**config.mk**
```make
export PLATFORM = sky130hd
export DESIGN_NAME = tx_link_sync
export DESIGN_NICKNAME = d
export VERILOG_FILES = /design/src/rtl/tx_link_pkg.sv /design/src/rtl/lmfc_if.sv /design/src/rtl/sync_stage.sv /design/src/rtl/lmfc_counter.sv /design/src/rtl/tx_link_sync.sv
export SDC_FILE = /design/constraint.sdc
export NUM_CORES = 1
export LEC_CHECK = 0
export BUFFER_PORTS_ARGS = -buffer_cell sky130_fd_sc_hd__buf_2
export CAP_MARGIN = 20
export CORE_UTILIZATION = 37
export CTS_BUF_LIST = sky130_fd_sc_hd__clkbuf_4 sky130_fd_sc_hd__clkbuf_8
export DETAILED_ROUTE_END_ITERATION = 7
export GPL_TIMING_DRIVEN = 0
export PLACE_DENSITY = 0.56
export SKIP_LAST_GASP = 1
export SYNTH_ARGS = -nofsm -noshare
export SYNTH_HDL_FRONTEND = slang
export SYNTH_SLANG_ARGS = --single-unit
```
**constraint.sdc**
```tcl
create_clock -name pclk -period 4.35 [get_ports pclk]
set_clock_uncertainty 0.1 [all_clocks]
set_input_delay 0.2175 -clock pclk [delete_from_list [all_inputs] [get_ports pclk]]
set_output_delay 0.2175 -clock pclk [all_outputs]
set_load 0.02 [all_outputs]
```
**src/rtl/tx_link_pkg.sv**
```systemverilog
package tx_link_pkg;
  localparam int LANES   = 2;
  localparam int CONVS   = 2;
  localparam int WORD_W  = 32;
  localparam int OCTETS  = 4;
  localparam int ADDR_W  = 12;

  // Control symbols (8-bit value, sent with the K flag)
  localparam logic [7:0] SYM_K28_5 = 8'hbc;
  localparam logic [7:0] SYM_K28_0 = 8'h1c;
  localparam logic [7:0] SYM_K28_3 = 8'h7c;

  localparam logic [ADDR_W-1:0] ADDR_CTRL = 12'h000;
  localparam logic [ADDR_W-1:0] ADDR_CFG  = 12'h004;
  localparam logic [ADDR_W-1:0] ADDR_STAT = 12'h008;

  localparam int CTRL_LANE_SYNC_EN = 0;
  localparam int CTRL_SUBCLASS_LSB = 1;
  localparam int CTRL_LINK_RST     = 3;
  localparam logic [31:0] CTRL_RESET = 32'h0000_0009;

  localparam int CFG_MF_LEN_LSB    = 0;
  localparam int CFG_FRAME_LEN_LSB = 8;
  localparam int CFG_ILAS_MF_LSB   = 16;
  localparam logic [31:0] CFG_RESET = 32'h0000_000f;

  localparam int STAT_STATE_LSB = 0;
  localparam int STAT_SYNC_LSB  = 2;
  localparam int STAT_READY     = 4;

  localparam logic [8:0] ILAS_MF_BASE = 9'h004;
  localparam logic [7:0] OCTET_STEP   = 8'h04;
  localparam logic [1:0] SUBCLASS_0   = 2'h0;

  typedef enum logic [1:0] {ST_CGS, ST_ILAS, ST_DATA} link_state_t;
endpackage

```
**src/rtl/lmfc_if.sv**
```systemverilog
`timescale 1ns/1ps
interface lmfc_if;
  logic [7:0] mf_len_m1;
  logic [7:0] frame_len_m1;
  logic       frame_start;
  logic       mf_start;

  modport ctl
  (
    output mf_len_m1,
    output frame_len_m1,
    input  frame_start,
    input  mf_start
  );
  modport cnt
  (
    input  mf_len_m1,
    input  frame_len_m1,
    output frame_start,
    output mf_start
  );
endinterface

```
**src/rtl/sync_stage.sv**
```systemverilog
`timescale 1ns/1ps
module sync_stage
#(
  parameter int WIDTH = 1
)
(
  input  wire logic             pclk,
  input  wire logic             presetn,
  input  wire logic [WIDTH-1:0] async_in,
  output logic      [WIDTH-1:0] sync_out
);
  logic [WIDTH-1:0] meta_reg;

  // Idle level of a request line is high (released is high)
  always_ff @(posedge pclk or negedge presetn)
  begin
    if (!presetn)
    begin
      meta_reg <= '0;
      sync_out <= '0;
    end
    else
    begin
      meta_reg <= async_in;
      sync_out <= meta_reg;
    end
  end
endmodule

```
**src/rtl/lmfc_counter.sv**
```systemverilog
`timescale 1ns/1ps
module lmfc_counter
(
  input  wire logic pclk,
  input  wire logic presetn,
  lmfc_if.cnt       lm
);
  logic [7:0] mf_pos_reg;
  logic [7:0] fr_pos_reg;

  // Positions are counted in link cycles, four octets each
  always_ff @(posedge pclk or negedge presetn)
  begin
    if (!presetn)
    begin
      mf_pos_reg <= '0;
      fr_pos_reg <= '0;
    end
    else if (mf_pos_reg >= lm.mf_len_m1)
    begin
      mf_pos_reg <= '0;
      fr_pos_reg <= '0;
    end
    else
    begin
      mf_pos_reg <= mf_pos_reg + 8'h01;
      fr_pos_reg <= (fr_pos_reg >= lm.frame_len_m1) ? 8'h00 : fr_pos_reg + 8'h01;
    end
  end

  assign lm.mf_start    = (mf_pos_reg == 8'h00);
  assign lm.frame_start = (fr_pos_reg == 8'h00);
endmodule

```
**src/rtl/tx_link_sync.sv**
```systemverilog
// Summary of operation
// [RL1] Each lane carries one 32-bit four-octet word
// [RL2] Link logic advances one four-symbol word per cycle
// [RL3] Multiframe length must be whole words
// [RL4] Frame and multiframe counters count link cycles
// [RL5] Source streams continuously; no backpressure offered
// [RL6] Register accesses are whole 32-bit words
// [RL7] Asynchronous inputs are synchronised before use
// [RL8] Software configures before releasing link reset
// [RL9] Writes zero wait; reads one wait
// [RL10] Bring-up: commas, then alignment (skipped in subclass 0 with lane sync off), then data
// [RL11] Commas on all lanes while sync requested
// [RL12] Converter locks after four consecutive commas
// [RL13] Leave commas only when all requests released
// [RL14] Subclass 0 leaves at next frame start
// [RL15] Subclass 1/2 leaves at next multiframe boundary
// [RL16] No option to delay alignment start
// [RL17] Alignment lasts four multiframes, subclass 0 extendable
// [RL18] Alignment multiframe: K28.0, counter fill, K28.3
// [RL19] Renewed sync request restarts from commas
// [RL20] Link reset holds and restarts comma phase
`timescale 1ns/1ps
module tx_link_sync
  import tx_link_pkg::*;
(
  input  wire logic                                pclk,
  input  wire logic                                presetn,
  input  wire logic                                psel,
  input  wire logic                                penable,
  input  wire logic                                pwrite,
  input  wire logic [tx_link_pkg::ADDR_W-1:0]      paddr,
  input  wire logic [31:0]                         pwdata,
  output logic      [31:0]                         prdata,
  output logic                                     pready,
  output logic                                     pslverr,
  input  wire logic [tx_link_pkg::CONVS-1:0]       sync_n,
  input  wire logic [tx_link_pkg::LANES*32-1:0]    in_data,
  input  wire logic                                in_valid,
  output logic      [tx_link_pkg::LANES*32-1:0]    lane_data,
  output logic      [tx_link_pkg::LANES*4-1:0]     lane_k,
  output logic                                     link_ready
);
  import tx_link_pkg::*;

  logic [31:0]       ctrl_reg;
  logic [31:0]       cfg_reg;
  logic              rd_wait_reg;
  link_state_t       state_reg;
  logic [7:0]        ilas_pos_reg;
  logic [8:0]        ilas_mf_reg;
  logic [7:0]        dummy_reg;
  logic [CONVS-1:0]  sync_s;
  logic              released;
  logic              lane_sync_en;
  logic [1:0]        subclass;
  logic              link_rst;
  logic [8:0]        ilas_ext;
  logic [8:0]        ilas_total;
  logic              mf_last;
  logic              ilas_done;
  logic              addr_ok;
  logic              wr_take;
  logic [31:0]       rd_mux;
  logic [LANES*32-1:0] data_next;
  logic [LANES*4-1:0]  k_next;

  lmfc_if lm ();

  sync_stage #(.WIDTH(CONVS)) u_sync
  (
    .pclk     (pclk),
    .presetn  (presetn),
    .async_in (sync_n),
    .sync_out (sync_s)
  ); // see [RL7]

  lmfc_counter u_lmfc
  (
    .pclk    (pclk),
    .presetn (presetn),
    .lm      (lm.cnt)
  ); // see [RL4]

  assign lane_sync_en    = ctrl_reg[CTRL_LANE_SYNC_EN];
  assign subclass        = ctrl_reg[CTRL_SUBCLASS_LSB +: 2];
  assign link_rst        = ctrl_reg[CTRL_LINK_RST];
  assign lm.mf_len_m1    = cfg_reg[CFG_MF_LEN_LSB +: 8];
  assign lm.frame_len_m1 = cfg_reg[CFG_FRAME_LEN_LSB +: 8];
  assign released        = &sync_s; // see [RL13]

  // APB slave
  assign addr_ok = (paddr == ADDR_CTRL) || (paddr == ADDR_CFG) || (paddr == ADDR_STAT);
  assign wr_take = psel && penable && pwrite && pready;

  always_comb
  begin
    rd_mux = 32'h0000_0000;
    unique case (paddr)
      ADDR_CTRL: rd_mux = ctrl_reg;
      ADDR_CFG:  rd_mux = cfg_reg;
      ADDR_STAT:
      begin
        rd_mux[STAT_STATE_LSB +: 2] = state_reg;
        rd_mux[STAT_SYNC_LSB +: 2]  = sync_s;
        rd_mux[STAT_READY]          = link_ready;
      end
      default:   rd_mux = 32'h0000_0000;
    endcase
  end

  // Write answers in the first access cycle, read in the second
  always_ff @(posedge pclk or negedge presetn)
  begin
    if (!presetn)
    begin
      pready      <= 1'b0;
      pslverr     <= 1'b0;
      prdata      <= '0;
      rd_wait_reg <= 1'b0;
    end
    else if (pready)
    begin
      pready      <= 1'b0;
      pslverr     <= 1'b0;
      rd_wait_reg <= 1'b0;
    end
    else if (psel && !penable && pwrite)
    begin
      pready  <= 1'b1; // see [RL9]
      pslverr <= !addr_ok;
    end
    else if (psel && penable && !pwrite && !rd_wait_reg)
    begin
      rd_wait_reg <= 1'b1;
      pready      <= 1'b1; // see [RL9]
      pslverr     <= !addr_ok;
      prdata      <= rd_mux; // see [RL6]
    end
  end

  // Whole-word writes only; unmapped writes are dropped with an error
  always_ff @(posedge pclk or negedge presetn)
  begin
    if (!presetn)
    begin
      ctrl_reg <= CTRL_RESET;
      cfg_reg  <= CFG_RESET;
    end
    else if (wr_take && paddr == ADDR_CTRL)
    begin
      ctrl_reg <= pwdata; // see [RL6]
    end
    else if (wr_take && paddr == ADDR_CFG)
    begin
      cfg_reg <= pwdata;
    end
  end

  // Alignment length: four multiframes, longer only in subclass 0
  assign ilas_ext   = {1'b0, cfg_reg[CFG_ILAS_MF_LSB +: 8]} + 9'h001;
  assign ilas_total = (subclass == SUBCLASS_0 && ilas_ext > ILAS_MF_BASE) ?
                      ilas_ext : ILAS_MF_BASE; // see [RL17]
  assign mf_last    = (ilas_pos_reg >= lm.mf_len_m1);
  assign ilas_done  = mf_last && (ilas_mf_reg == ilas_total - 9'h001);

  // Link state: commas, alignment, data
  always_ff @(posedge pclk or negedge presetn)
  begin
    if (!presetn)
    begin
      state_reg <= ST_CGS;
    end
    else if (link_rst || !released)
    begin
      state_reg <= ST_CGS; // see [RL19] see [RL20]
    end
    else
    begin
      unique case (state_reg)
        ST_CGS:
        begin
          if (subclass == SUBCLASS_0 && lm.frame_start)
          begin
            state_reg <= lane_sync_en ? ST_ILAS : ST_DATA; // see [RL14]
          end
          else if (subclass != SUBCLASS_0 && lm.mf_start)
          begin
            state_reg <= ST_ILAS; // see [RL15] see [RL16]
          end
        end
        ST_ILAS:
        begin
          if (ilas_done)
          begin
            state_reg <= ST_DATA; // see [RL10]
          end
        end
        ST_DATA: state_reg <= ST_DATA;
      endcase
    end
  end

  // Alignment position counters are held at zero outside alignment
  always_ff @(posedge pclk or negedge presetn)
  begin
    if (!presetn)
    begin
      ilas_pos_reg <= '0;
      ilas_mf_reg  <= '0;
      dummy_reg    <= '0;
    end
    else if (state_reg != ST_ILAS || link_rst || !released)
    begin
      ilas_pos_reg <= '0;
      ilas_mf_reg  <= '0;
      dummy_reg    <= '0;
    end
    else
    begin
      dummy_reg    <= dummy_reg + OCTET_STEP;
      ilas_pos_reg <= mf_last ? 8'h00 : ilas_pos_reg + 8'h01;
      ilas_mf_reg  <= mf_last ? ilas_mf_reg + 9'h001 : ilas_mf_reg;
    end
  end

  // Octet 0 of a word sits in bits [7:0] and leaves first
  genvar gl;
  genvar go;
  generate
    for (gl = 0; gl < LANES; gl++)
    begin : g_lane
      for (go = 0; go < OCTETS; go++)
      begin : g_oct
        always_comb
        begin
          data_next[gl*32 + go*8 +: 8] = SYM_K28_5; // see [RL11]
          k_next[gl*4 + go]            = 1'b1;
          unique case (state_reg)
            ST_CGS:
            begin
              data_next[gl*32 + go*8 +: 8] = SYM_K28_5;
              k_next[gl*4 + go]            = 1'b1;
            end
            ST_ILAS:
            begin
              if (go == 0 && ilas_pos_reg == 8'h00)
              begin
                data_next[gl*32 + go*8 +: 8] = SYM_K28_0; // see [RL18]
                k_next[gl*4 + go]            = 1'b1;
              end
              else if (go == OCTETS-1 && mf_last)
              begin
                data_next[gl*32 + go*8 +: 8] = SYM_K28_3; // see [RL18]
                k_next[gl*4 + go]            = 1'b1;
              end
              else
              begin
                data_next[gl*32 + go*8 +: 8] = dummy_reg + 8'(go);
                k_next[gl*4 + go]            = 1'b0;
              end
            end
            ST_DATA:
            begin
              data_next[gl*32 + go*8 +: 8] = in_data[gl*32 + go*8 +: 8]; // see [RL1]
              k_next[gl*4 + go]            = 1'b0;
            end
          endcase
        end
      end
    end
  endgenerate

  // One word per lane per cycle; in_valid is informational only
  always_ff @(posedge pclk or negedge presetn)
  begin
    if (!presetn)
    begin
      lane_data  <= {LANES*OCTETS{SYM_K28_5}};
      lane_k     <= '1;
      link_ready <= 1'b0;
    end
    else
    begin
      lane_data  <= data_next; // see [RL2] see [RL5]
      lane_k     <= k_next;
      link_ready <= (state_reg == ST_DATA);
    end
  end

  chk_cgs_comma: assert property (@(posedge pclk) disable iff (!presetn)
    state_reg == ST_CGS |=> lane_data == {LANES*OCTETS{SYM_K28_5}} && lane_k == '1)
    else $error("comma not sent during sync phase"); // see [RL11]

  chk_write_no_wait: assert property (@(posedge pclk) disable iff (!presetn)
    psel && !penable && pwrite && !pready |=> pready)
    else $error("write not answered without wait"); // see [RL9]

  chk_read_one_wait: assert property (@(posedge pclk) disable iff (!presetn)
    psel && !penable && !pwrite && !pready |=> !pready ##1 pready)
    else $error("read not answered after one wait"); // see [RL9]

  chk_link_rst_hold: assert property (@(posedge pclk) disable iff (!presetn)
    link_rst |=> state_reg == ST_CGS)
    else $error("link reset did not hold comma phase"); // see [RL20]

  chk_all_released: assert property (@(posedge pclk) disable iff (!presetn)
    state_reg == ST_CGS && !released |=> state_reg == ST_CGS)
    else $error("left comma phase with a request pending"); // see [RL13]

  chk_sc12_mf_start: assert property (@(posedge pclk) disable iff (!presetn)
    state_reg == ST_CGS && subclass != SUBCLASS_0 && released && !link_rst &&
    lm.mf_start |=> state_reg == ST_ILAS)
    else $error("alignment not started at multiframe boundary"); // see [RL15]

  chk_sc12_no_early: assert property (@(posedge pclk) disable iff (!presetn)
    state_reg == ST_CGS && subclass != SUBCLASS_0 && !lm.mf_start |=> state_reg == ST_CGS)
    else $error("comma phase left off a multiframe boundary"); // see [RL16]

  chk_sc0_frame: assert property (@(posedge pclk) disable iff (!presetn)
    state_reg == ST_CGS && subclass == SUBCLASS_0 && released && !link_rst &&
    lm.frame_start |=> state_reg == (lane_sync_en ? ST_ILAS : ST_DATA))
    else $error("subclass 0 exit wrong at frame start"); // see [RL14]

  chk_resync: assert property (@(posedge pclk) disable iff (!presetn)
    state_reg != ST_CGS && !released |=> state_reg == ST_CGS ##1 lane_k == '1)
    else $error("renewed request did not restart commas"); // see [RL19]

  chk_ilas_start: assert property (@(posedge pclk) disable iff (!presetn)
    state_reg == ST_ILAS && ilas_pos_reg == 8'h00 |=> lane_k[0] && lane_data[7:0] == SYM_K28_0)
    else $error("alignment multiframe did not open with K28.0"); // see [RL18]

  chk_ilas_end: assert property (@(posedge pclk) disable iff (!presetn) // see [RL18]
    state_reg == ST_ILAS && mf_last |=> lane_k[3] && lane_data[31:24] == SYM_K28_3)
    else $error("alignment multiframe did not close with K28.3");

  chk_ilas_length: assert property (@(posedge pclk) disable iff (!presetn) // see [RL17]
    state_reg == ST_ILAS |-> ilas_mf_reg < ilas_total)
    else $error("alignment phase ran past its multiframe count");

  chk_data_pass: assert property (@(posedge pclk) disable iff (!presetn) // see [RL1]
    state_reg == ST_DATA |=> lane_data == $past(in_data) && lane_k == '0)
    else $error("user data not passed through unchanged");

  chk_ready_follows: assert property (@(posedge pclk) disable iff (!presetn) // see [RL10]
    1'b1 |=> link_ready == $past(state_reg == ST_DATA))
    else $error("link ready does not follow the data phase");

  chk_unmapped_err: assert property (@(posedge pclk) disable iff (!presetn) // see [RL6]
    psel && penable && pready && !addr_ok |-> pslverr)
    else $error("unmapped access answered without error");
endmodule

```
# Yosys cells after proc, flatten, opt, wreduce, memory -nomap -nowiden
# Cells that the tools add are included.
# word_totals
memories	0
out_inout_bits	107
latch_bits	0
mem_bits_rw	0
elab_cells	123
ff_bits	219
input_bits	116
mem_bits_ro	0
# op_classes
n_shift	0
mux	41
n_eq_ne	9
div	0
n_reduce_logical	39
mul	0
n_bitwise	3
magnitude_cmp	4
add_sub_neg	10
# ops
operator	count
8-bit case mux with 3 select lines	8
8-bit 2-to-1 mux	8
27-bit case mux with 2 select lines	1
8-bit by 1-bit adder with 8-bit output, second input constant	4
9-bit 2-to-1 mux	3
8-bit greater-or-equal comparator	3
8-bit logical NOT	3
8-bit by 2-bit adder with 8-bit output, second input constant	2
5-bit case mux with 3 select lines	1
1-bit logical AND	13
12-bit by 3-bit equality test with 1-bit output, second input constant	1
12-bit by 4-bit equality test with 1-bit output, second input constant	1
12-bit logical NOT	1
1-bit 2-to-1 mux	11
2-bit 2-to-1 mux	5
8-bit by 1-bit adder with 9-bit output, second input constant	1
9-bit by 1-bit adder with 9-bit output, second input constant	1
9-bit equality test	1
9-bit by 3-bit greater-than comparator with 1-bit output, second input constant	1
9-bit by 1-bit subtractor with 9-bit output, second input constant	1
8-bit by 3-bit adder with 8-bit output, second input constant	1
2-bit AND reduction	4
1-bit case mux with 3 select lines	2
2-bit case mux with 3 select lines	1
15 further kinds	28

# Depth between registers and ports, before layout
# Gate-level depths: netlist (run 1).
# depth
ltp_word	10
depth_mapped	16
ltp_nobuf	15

# Cells and area by module
# A second synthesis (run 1) with hierarchy kept.
# unflattened
cells_unflattened	914
area_unflattened_um2	9840.7
# modules_own_cells
mod	seq_area_each_um2	cells_per_inst	area_each_um2	n_inst
tx_link_sync	4865.9	788	8570.7	1
lmfc_counter	400.4	122	1169.9	1
sync_stage	100.1	4	100.1	1

# Worst setup path after synthesis (run 1)
# OpenSTA, ideal clock, no wires.
# synth_timing
path_type	register to register
from	register cfg_reg[17]
to	register state_reg[0]
setup_ns	0.079
slack_ns	0.817
required_ns	4.171
stages_incl_launch_ff	16
arrival_ns	3.354
period_less_slack_ns	3.533
n_path_buf	0
path_cell_list	dfrtp_1 -> ha_1 -> inv_1 -> or4_4 -> a31oi_4 -> a31oi_4 -> nand2b_2 -> ha_1 -> nor2b_1 -> a32oi_1 -> o31ai_1 -> xor2_1 -> nand3_1 -> a2111oi_1 -> a32o_2 -> mux2i_1
# synth_via
elab_chain_cells	9
# synth_lines
element	line_no	source
start, declared	tx_link_sync.sv:46	logic [31:0] cfg_reg;
start signal, assigned	tx_link_sync.sv:155	cfg_reg <= pwdata;
8-bit by 1-bit adder with 9-bit output (*)	tx_link_sync.sv:160	assign ilas_ext = {1'b0, cfg_reg[CFG_ILAS_MF_LSB +: 8]} + 9'h001;
9-bit by 3-bit greater-than comparator with 1-bit output	tx_link_sync.sv:161	assign ilas_total = (subclass == SUBCLASS_0 && ilas_ext > ILAS_MF_BASE) ?
1-bit logical AND	tx_link_sync.sv:161	
9-bit 2-to-1 mux (*)	tx_link_sync.sv:161	
9-bit by 1-bit subtractor with 9-bit output (*)	tx_link_sync.sv:164	assign ilas_done = mf_last && (ilas_mf_reg == ilas_total - 9'h001);
9-bit equality test (*)	tx_link_sync.sv:164	
1-bit logical AND (*)	tx_link_sync.sv:164	
3-bit inequality test (no source line) (*)	--	
2-bit AND reduction (no source line) (*)	--	
end signal, assigned	tx_link_sync.sv:184	state_reg <= lane_sync_en ? ST_ILAS : ST_DATA;
end, declared	tx_link_sync.sv:48	link_state_t state_reg;
# Mark *: on every way between the ends. The rest lies on a longest branch, timed or not.
# A chain may end at the register's enable or synchronous reset.

# Worst setup path after layout (run 1)
# layout_timing
from	register cfg_reg[17]
to	register state_reg[1]
# Same word-level chain as after synthesis.

==> results.json, run 1 <==
{
  "endpoint_kind": "register",
  "synth-seq-cells": 212,
  "worstSkewPairLatency_ns": 0.51,
  "cts_buffer_depth": 3,
  "drc_errors": 0,
  "path_class": "register to register",
  "max_flop_register": "lane_data",
  "grt_pass1_wl_um": 41100,
  "power_density_nw_per_um2": 372,
  "hold_viol": 0,
  "cp-startpoint": "cfg_reg[17]",
  "cts_tree": "done",
  "timing.fmax_mhz": 244,
  "hold_class": "input pin to async pin",
  "crit_chain": "ha_1 -> inv_1 -> or4_4 -> a31oi_4 -> a31oi_4 -> nand2b_2 -> ha_1 -> nor2b_1 -> a32oi_2 -> o31ai_1 -> xor2_1 -> nand3_1 -> a2111oi_2 -> a32o_2 -> mux2i_1",
  "ctsHtreeMaxLevel": 2,
  "total_power_uw": 4960,
  "fin_crit_ns": 4.09,
  "post_cts_buffers": 0,
  "tns_ns": 0,
  "rsz0062_at_grt": "false",
  "whs_ns": 0.105,
  "synthArstFlopShare_pct": 100,
  "seq_power_share_pct": 44.2,
  "coreArea_sq_um": 26000,
  "rr_worst_depth": 15,
  "start_util_pct": 37.7,
  "synth.avg_cell_area_sq_um": 10.8,
  "grt_max_degree": 89,
  "drt_wl_total_um": 26100,
  "ios": 223,
  "place_congestion": 0.791,
  "setup_ws_ns": 0.258,
  "crit_family": "compound AO/OA/AOI/OAI gates",
  "ant_nets": 0,
  "drt-pass1-iter-count": 5,
  "critPathMaxFanout": 7,
  "r2r_setup_slack_ns": 0.26,
  "cts_inserted_buffers": 39,
  "crit_path_top_delay_cell": "or4_4",
  "final_nets": 1427,
  "post-route-util_pct": 51.2,
  "largest_reg_flops": 64,
  "wl_per_cell_um": 15.9,
  "grt_usage_pct": 19.4,
  "cp.depth": 15,
  "cts_root_buf": "clkbuf_8",
  "dieArea_sq_um": 27100,
  "dieHeight_um": 165,
  "setup_violations": 0,
  "cp_num_buf_inv": 1,
  "grt_pass1_vias": 7969,
  "yosysUniqueCellTypes": 62,
  "comb_power_share_pct": 13.8,
  "synthCells": 907,
  "startpoint_type": "register",
  "area_growth_pct": 35.9,
  "hpwlAfterDp_um": 18300,
  "grt.overflow.total": 0,
  "synth_area_sq_um": 9800,
  "synth_edf_count": 0,
  "clock-sinks": 212,
  "routed-via-count": 7880,
  "ys.flop_type": "dfrtp_1",
  "die_x_um": 165,
  "yosysWarnings": 0,
  "grt_antenna_before_repair": 0,
  "peakVddDrop_mv": 0.194,
  "tightest_slew_ns": 1.11,
  "num_antenna_cells": 0,
  "syn-num-nets": 1061,
  "final_max_slew_viol_count": 0,
  "max_stage_delay_ns": 0.55,
  "netSwitchingFraction_pct": 25.7,
  "drive_above_1_share_pct": 32.6,
  "critPathCapture": "state_reg[1]",
  "p_leak_uw": 0.00667,
  "timing.rr.start": "cfg_reg[17]",
  "p_sw_uw": 1280,
  "drtIter0Drc": 386,
  "fin_crit_sh_pct": 94.1,
  "timing.rr.end": "state_reg[1]",
  "row_count": 59,
  "power.internal_uw": 3680,
  "place_ws_ns": 0.167,
  "critical_path_required_ns": 4.68,
  "cp_data_arrival_time_ns": 4.42,
  "cap_viol_max_count": 0,
  "status": "finished clean",
  "port_buffers": 220,
  "ys_seq_area_share_pct": 54.8,
  "clk_pin_slew_worst_paths_ns": 0.06,
  "viasPerCell": 4.81,
  "max_slew_margin_pct": 25.6,
  "power_frac_clock_pct": 41.9
}
power by group through the flow:
stage          Combinational, uW  Sequential, uW  Clock [uW]
2_1_floorplan                174            2370           0
3_3_place_gp                 602            2220           0
3_5_place_dp                 614            2220           0
4_1_cts                      691            2190        2150
5_1_grt                      744            2200        2240
6_report                     687            2190        2080
cell families after synthesis:
kind of cell             synth area share, %
buffers and inverters                   3.82
adder cells (fa/ha/maj)                 4.85
flip-flops                              54.8
AO/OA/AOI/OAI                           10.4
XOR/XNOR                                4.10
multiplexers                            6.88
AND/OR/NAND/NOR                         15.2
per-layer routing:
metal,vias up,share of wire [%],track usage (%)
li1,3846,-,-
met1,3829,44,25.4
met2,158,50,32.7
met3,47,3.8,3.14
met4,0,2.3,6.42
met5,-,0,0
area by class of cell:
cell class | instances | area, sq um
inverter | 31 | 116
tap | 335 | 419
clock inverter | 4 | 45.0
multi-input combinational | 615 | 4070
sequential | 212 | 5370
timing repair buffer | 325 | 2200
fill | 2393 | 12700
buffer | 49 | 258
clock buffer | 66 | 840
per-stage QoR:
step                      area, sq um  cells
after global routing            13300   1637
after floorplan                  9800    907
after global placement          11300   1462
after detailed placement        11400   1464
final                           13300   1637
after CTS                       13300   1637
synthesized netlist by cell type, types with 7 or more instances:
| master | n | area share, % |
|---|---|---|
| nor3_1 | 14 | 0.72 |
| nand4_1 | 9 | 0.57 |
| ha_1 | 38 | 4.9 |
| a21oi_1 | 20 | 1.0 |
| a22oi_1 | 28 | 2.1 |
| dfstp_2 | 49 | 13 |
| a21o_1 | 32 | 2.5 |
| nor2_1 | 63 | 2.4 |
| nand2_1 | 132 | 5.1 |
| o21ai_0 | 55 | 2.8 |
| and3_1 | 21 | 1.3 |
| dfrtp_1 | 163 | 42 |
| mux2_2 | 44 | 5.1 |
| inv_1 | 31 | 1.2 |
| nand3_1 | 41 | 2.1 |
| xnor2_1 | 12 | 1.1 |
| clkbuf_1 | 32 | 1.2 |
| mux2_1 | 7 | 0.80 |
| xor2_1 | 32 | 2.9 |
| mux2i_1 | 10 | 1.0 |
what timing repair did:
item,in CTS,in global routing
endpoints found under the hold margin,307,0
resized for setup,0,2
endpoints found under the setup margin,0,2
hold buffers,103,0
how the worst min path moves through the flow:
stage,start,endpoint,slack [ns],cells past startpoint
3_5_place_dp,presetn,ctrl_reg[9],0.06,1
5_1_grt,presetn,u_lmfc.fr_pos_reg[2],0.12,2
2_1_floorplan,presetn,cfg_reg[10],-0.18,0
4_1_cts,presetn,u_lmfc.fr_pos_reg[2],0.1,2
6_report,presetn,ctrl_reg[9],0.11,2
3_3_place_gp,sync_n[1],u_sync.meta_reg[1],0.23,1
cell usage in the layout (no fill, tap or decap), drive strengths merged, types with 3 or more instances in the layout:
cell type,count
nand4,9
and3,22
inv,31
xor2,32
ha,38
dfrtp,163
nor4,6
o21ai,56
clkinv,3
a31oi,3
buf,238
nand3,42
mux2,51
or2,5
a22oi,28
nor3,15
nand2,133
a21o,32
nor2,63
xnor2,13
dlygate4sd3,103
and2,4
dfstp,49
nand2b,5
clkbuf,99
a21oi,20
nor3b,5
mux2i,10
worst register-to-register path: stages (launching register included):
cell and delay [ns]:
dfrtp_1 0.50, ha_1 0.24, inv_1 0.05, or4_4 0.55, a31oi_4 0.29, a31oi_4 0.16
nand2b_2 0.14, ha_1 0.23, nor2b_1 0.19, a32oi_2 0.10, o31ai_1 0.36, xor2_1 0.18
nand3_1 0.10, a2111oi_2 0.35, a32o_2 0.27, mux2i_1 0.20
Power figures use the tool's default switching activity.
==> run 2, diff against run 1 <==
GPL_TIMING_DRIVEN = unset   (was 0)
==> results.json, run 2 (synthesis gave the netlist of run 1 again) <==
{
  "cts_root_buf": "clkbuf_8",
  "row_count": 59,
  "clk_pin_slew_worst_paths_ns": 0.06,
  "num-fill-cells": 2474,
  "grt_usage_pct": 18.8,
  "hold_class": "input pin to register",
  "grt.overflow.total": 0,
  "routed-via-count": 7767,
  "path_class": "register to register",
  "setup_violations": 0,
  "comb_power_share_pct": 13.6,
  "tns_ns": 0,
  "final_nets": 1387,
  "viasPerCell": 4.86,
  "peakVddDrop_mv": 0.190,
  "netSwitchingFraction_pct": 26.6,
  "start_util_pct": 37.7,
  "ctsHtreeMaxLevel": 2,
  "status": "finished clean",
  "worstSkewPairLatency_ns": 0.53,
  "layout_commonest_cell": "buf_2",
  "cap_viol_max_count": 0,
  "port_buffers": 221,
  "area_growth_pct": 33.2,
  "largest_reg_flops": 64,
  "register_area_sq_um": 5370,
  "final_cell_mix": "220 x buf_2, 162 x dfrtp_1, 132 x nand2_1",
  "dieArea_sq_um": 27100,
  "p_leak_uw": 0.00654,
  "min_from": "penable",
  "power_frac_clock_pct": 40.9,
  "die_x_um": 165,
  "multi_input_area_sq_um": 4090,
  "timing.rr.start": "cfg_reg[17]",
  "grt_pass1_vias": 7752,
  "hpwlAfterDp_um": 16800,
  "endpoint_kind": "register",
  "drive_above_1_share_pct": 33.7,
  "place_congestion": 0.834,
  "ios": 223,
  "hold_viol": 0,
  "num_antenna_cells": 0,
  "grt_pass1_wl_um": 40100,
  "power.internal_uw": 3530,
  "drt-pass1-iter-count": 4,
  "startpoint_type": "register",
  "dieHeight_um": 165,
  "final_max_slew_viol_count": 0,
  "seq_power_share_pct": 45.5,
  "fin_crit_ns": 4.02,
  "cp_data_arrival_time_ns": 4.35,
  "grt_max_degree": 133,
  "clock-sinks": 212,
  "cts_buffer_depth": 3,
  "ant_nets": 0,
  "total_power_uw": 4810,
  "post_cts_buffers": 0,
  "cts_inserted_buffers": 38,
  "grt_antenna_before_repair": 0,
  "max_slew_margin_pct": 33.1,
  "timing.fmax_mhz": 249,
  "critPathMaxFanout": 7,
  "coreArea_sq_um": 26000,
  "wl_per_cell_um": 15.9,
  "max_flop_register": "lane_data",
  "rsz0062_at_grt": "false",
  "power_density_nw_per_um2": 369,
  "tightest_slew_ns": 1.00,
  "drtIter0Drc": 356,
  "drt_wl_total_um": 25500,
  "cts_tree": "done",
  "critical_path_required_ns": 4.68,
  "p_sw_uw": 1280,
  "r2r_setup_slack_ns": 0.33,
  "fin_crit_sh_pct": 92.4,
  "whs_ns": 0.0912,
  "cp-startpoint": "cfg_reg[17]",
  "drc_errors": 0
}
-- run 2: final timing paths --
path                                           end  cells past startpoint
worst max-delay path                  state_reg[0]                     15
worst min-delay path                        pready                      4
worst max register to register        state_reg[0]                     15
worst min register to register  u_sync.sync_out[0]                      0
max in group asynchronous                lane_k[6]                      3
min in group asynchronous               prdata[15]                      2
-- run 2: area by class of cell --
cell class / instances / share of cell area, %
Inverter: 31 / 0.892
Multi-Input combinational cell: 615 / 31.3
Tap cell: 335 / 3.21
Sequential cell: 212 / 41.1
Clock inverter: 7 / 0.269
Clock buffer: 62 / 6.01
Timing Repair Buffer: 335 / 17.1
-- run 2: worst max-delay path, stage by stage, from the launching register on --
cell and delay (ns):
dfrtp_2 0.44, ha_2 0.25, inv_1 0.05, or4_4 0.55, a31oi_4 0.29, a31oi_4 0.16
nand2b_2 0.13, ha_1 0.21, nor2b_1 0.15, a32oi_1 0.13, o31ai_2 0.29, xor2_1 0.17
nand3_1 0.09, a2111oi_1 0.45, a32o_2 0.29, mux2i_1 0.20
-- run 2: routing by layer --
layer / vias to the layer above / global-route usage [%] / routed length [um]
li1: 3763 / - / -
met1: 3810 / 25.3 / 11600
met2: 146 / 30.7 / 12500
met3: 48 / 3.04 / 870
met4: 0 / 6.17 / 535
met5: - / 0 / 0
-- run 2: metrics by stage --
step / worst slack, ns / util, % / area [sq um] / instances
after global routing: 0.0493 / 50.2 / 13000 / 1597
after global placement: 0.344 / 43.1 / 11200 / 1427
after floorplan: 0.817 / - / 9800 / 907
after CTS: 0.226 / 50.2 / 13000 / 1597
after detailed placement: 0.243 / 43.1 / 11200 / 1427
final: 0.331 / 50.2 / 13000 / 1597
-- run 2: power groups by stage --
stage / combinational [uW] / sequential, uW / clock [uW]
3_3_place_gp: 580 / 2220 / 0
2_1_floorplan: 174 / 2370 / 0
6_report: 654 / 2190 / 1970
4_1_cts: 660 / 2190 / 2030
3_5_place_dp: 585 / 2220 / 0
5_1_grt: 710 / 2200 / 2130
-- run 2: repair_timing --
action / 4_1_cts / 5_1_grt
setup endpoints to repair: 0 / 2
endpoints found under the hold margin: 231 / 0
gates resized for setup: 0 / 3
hold buffers: 101 / 0
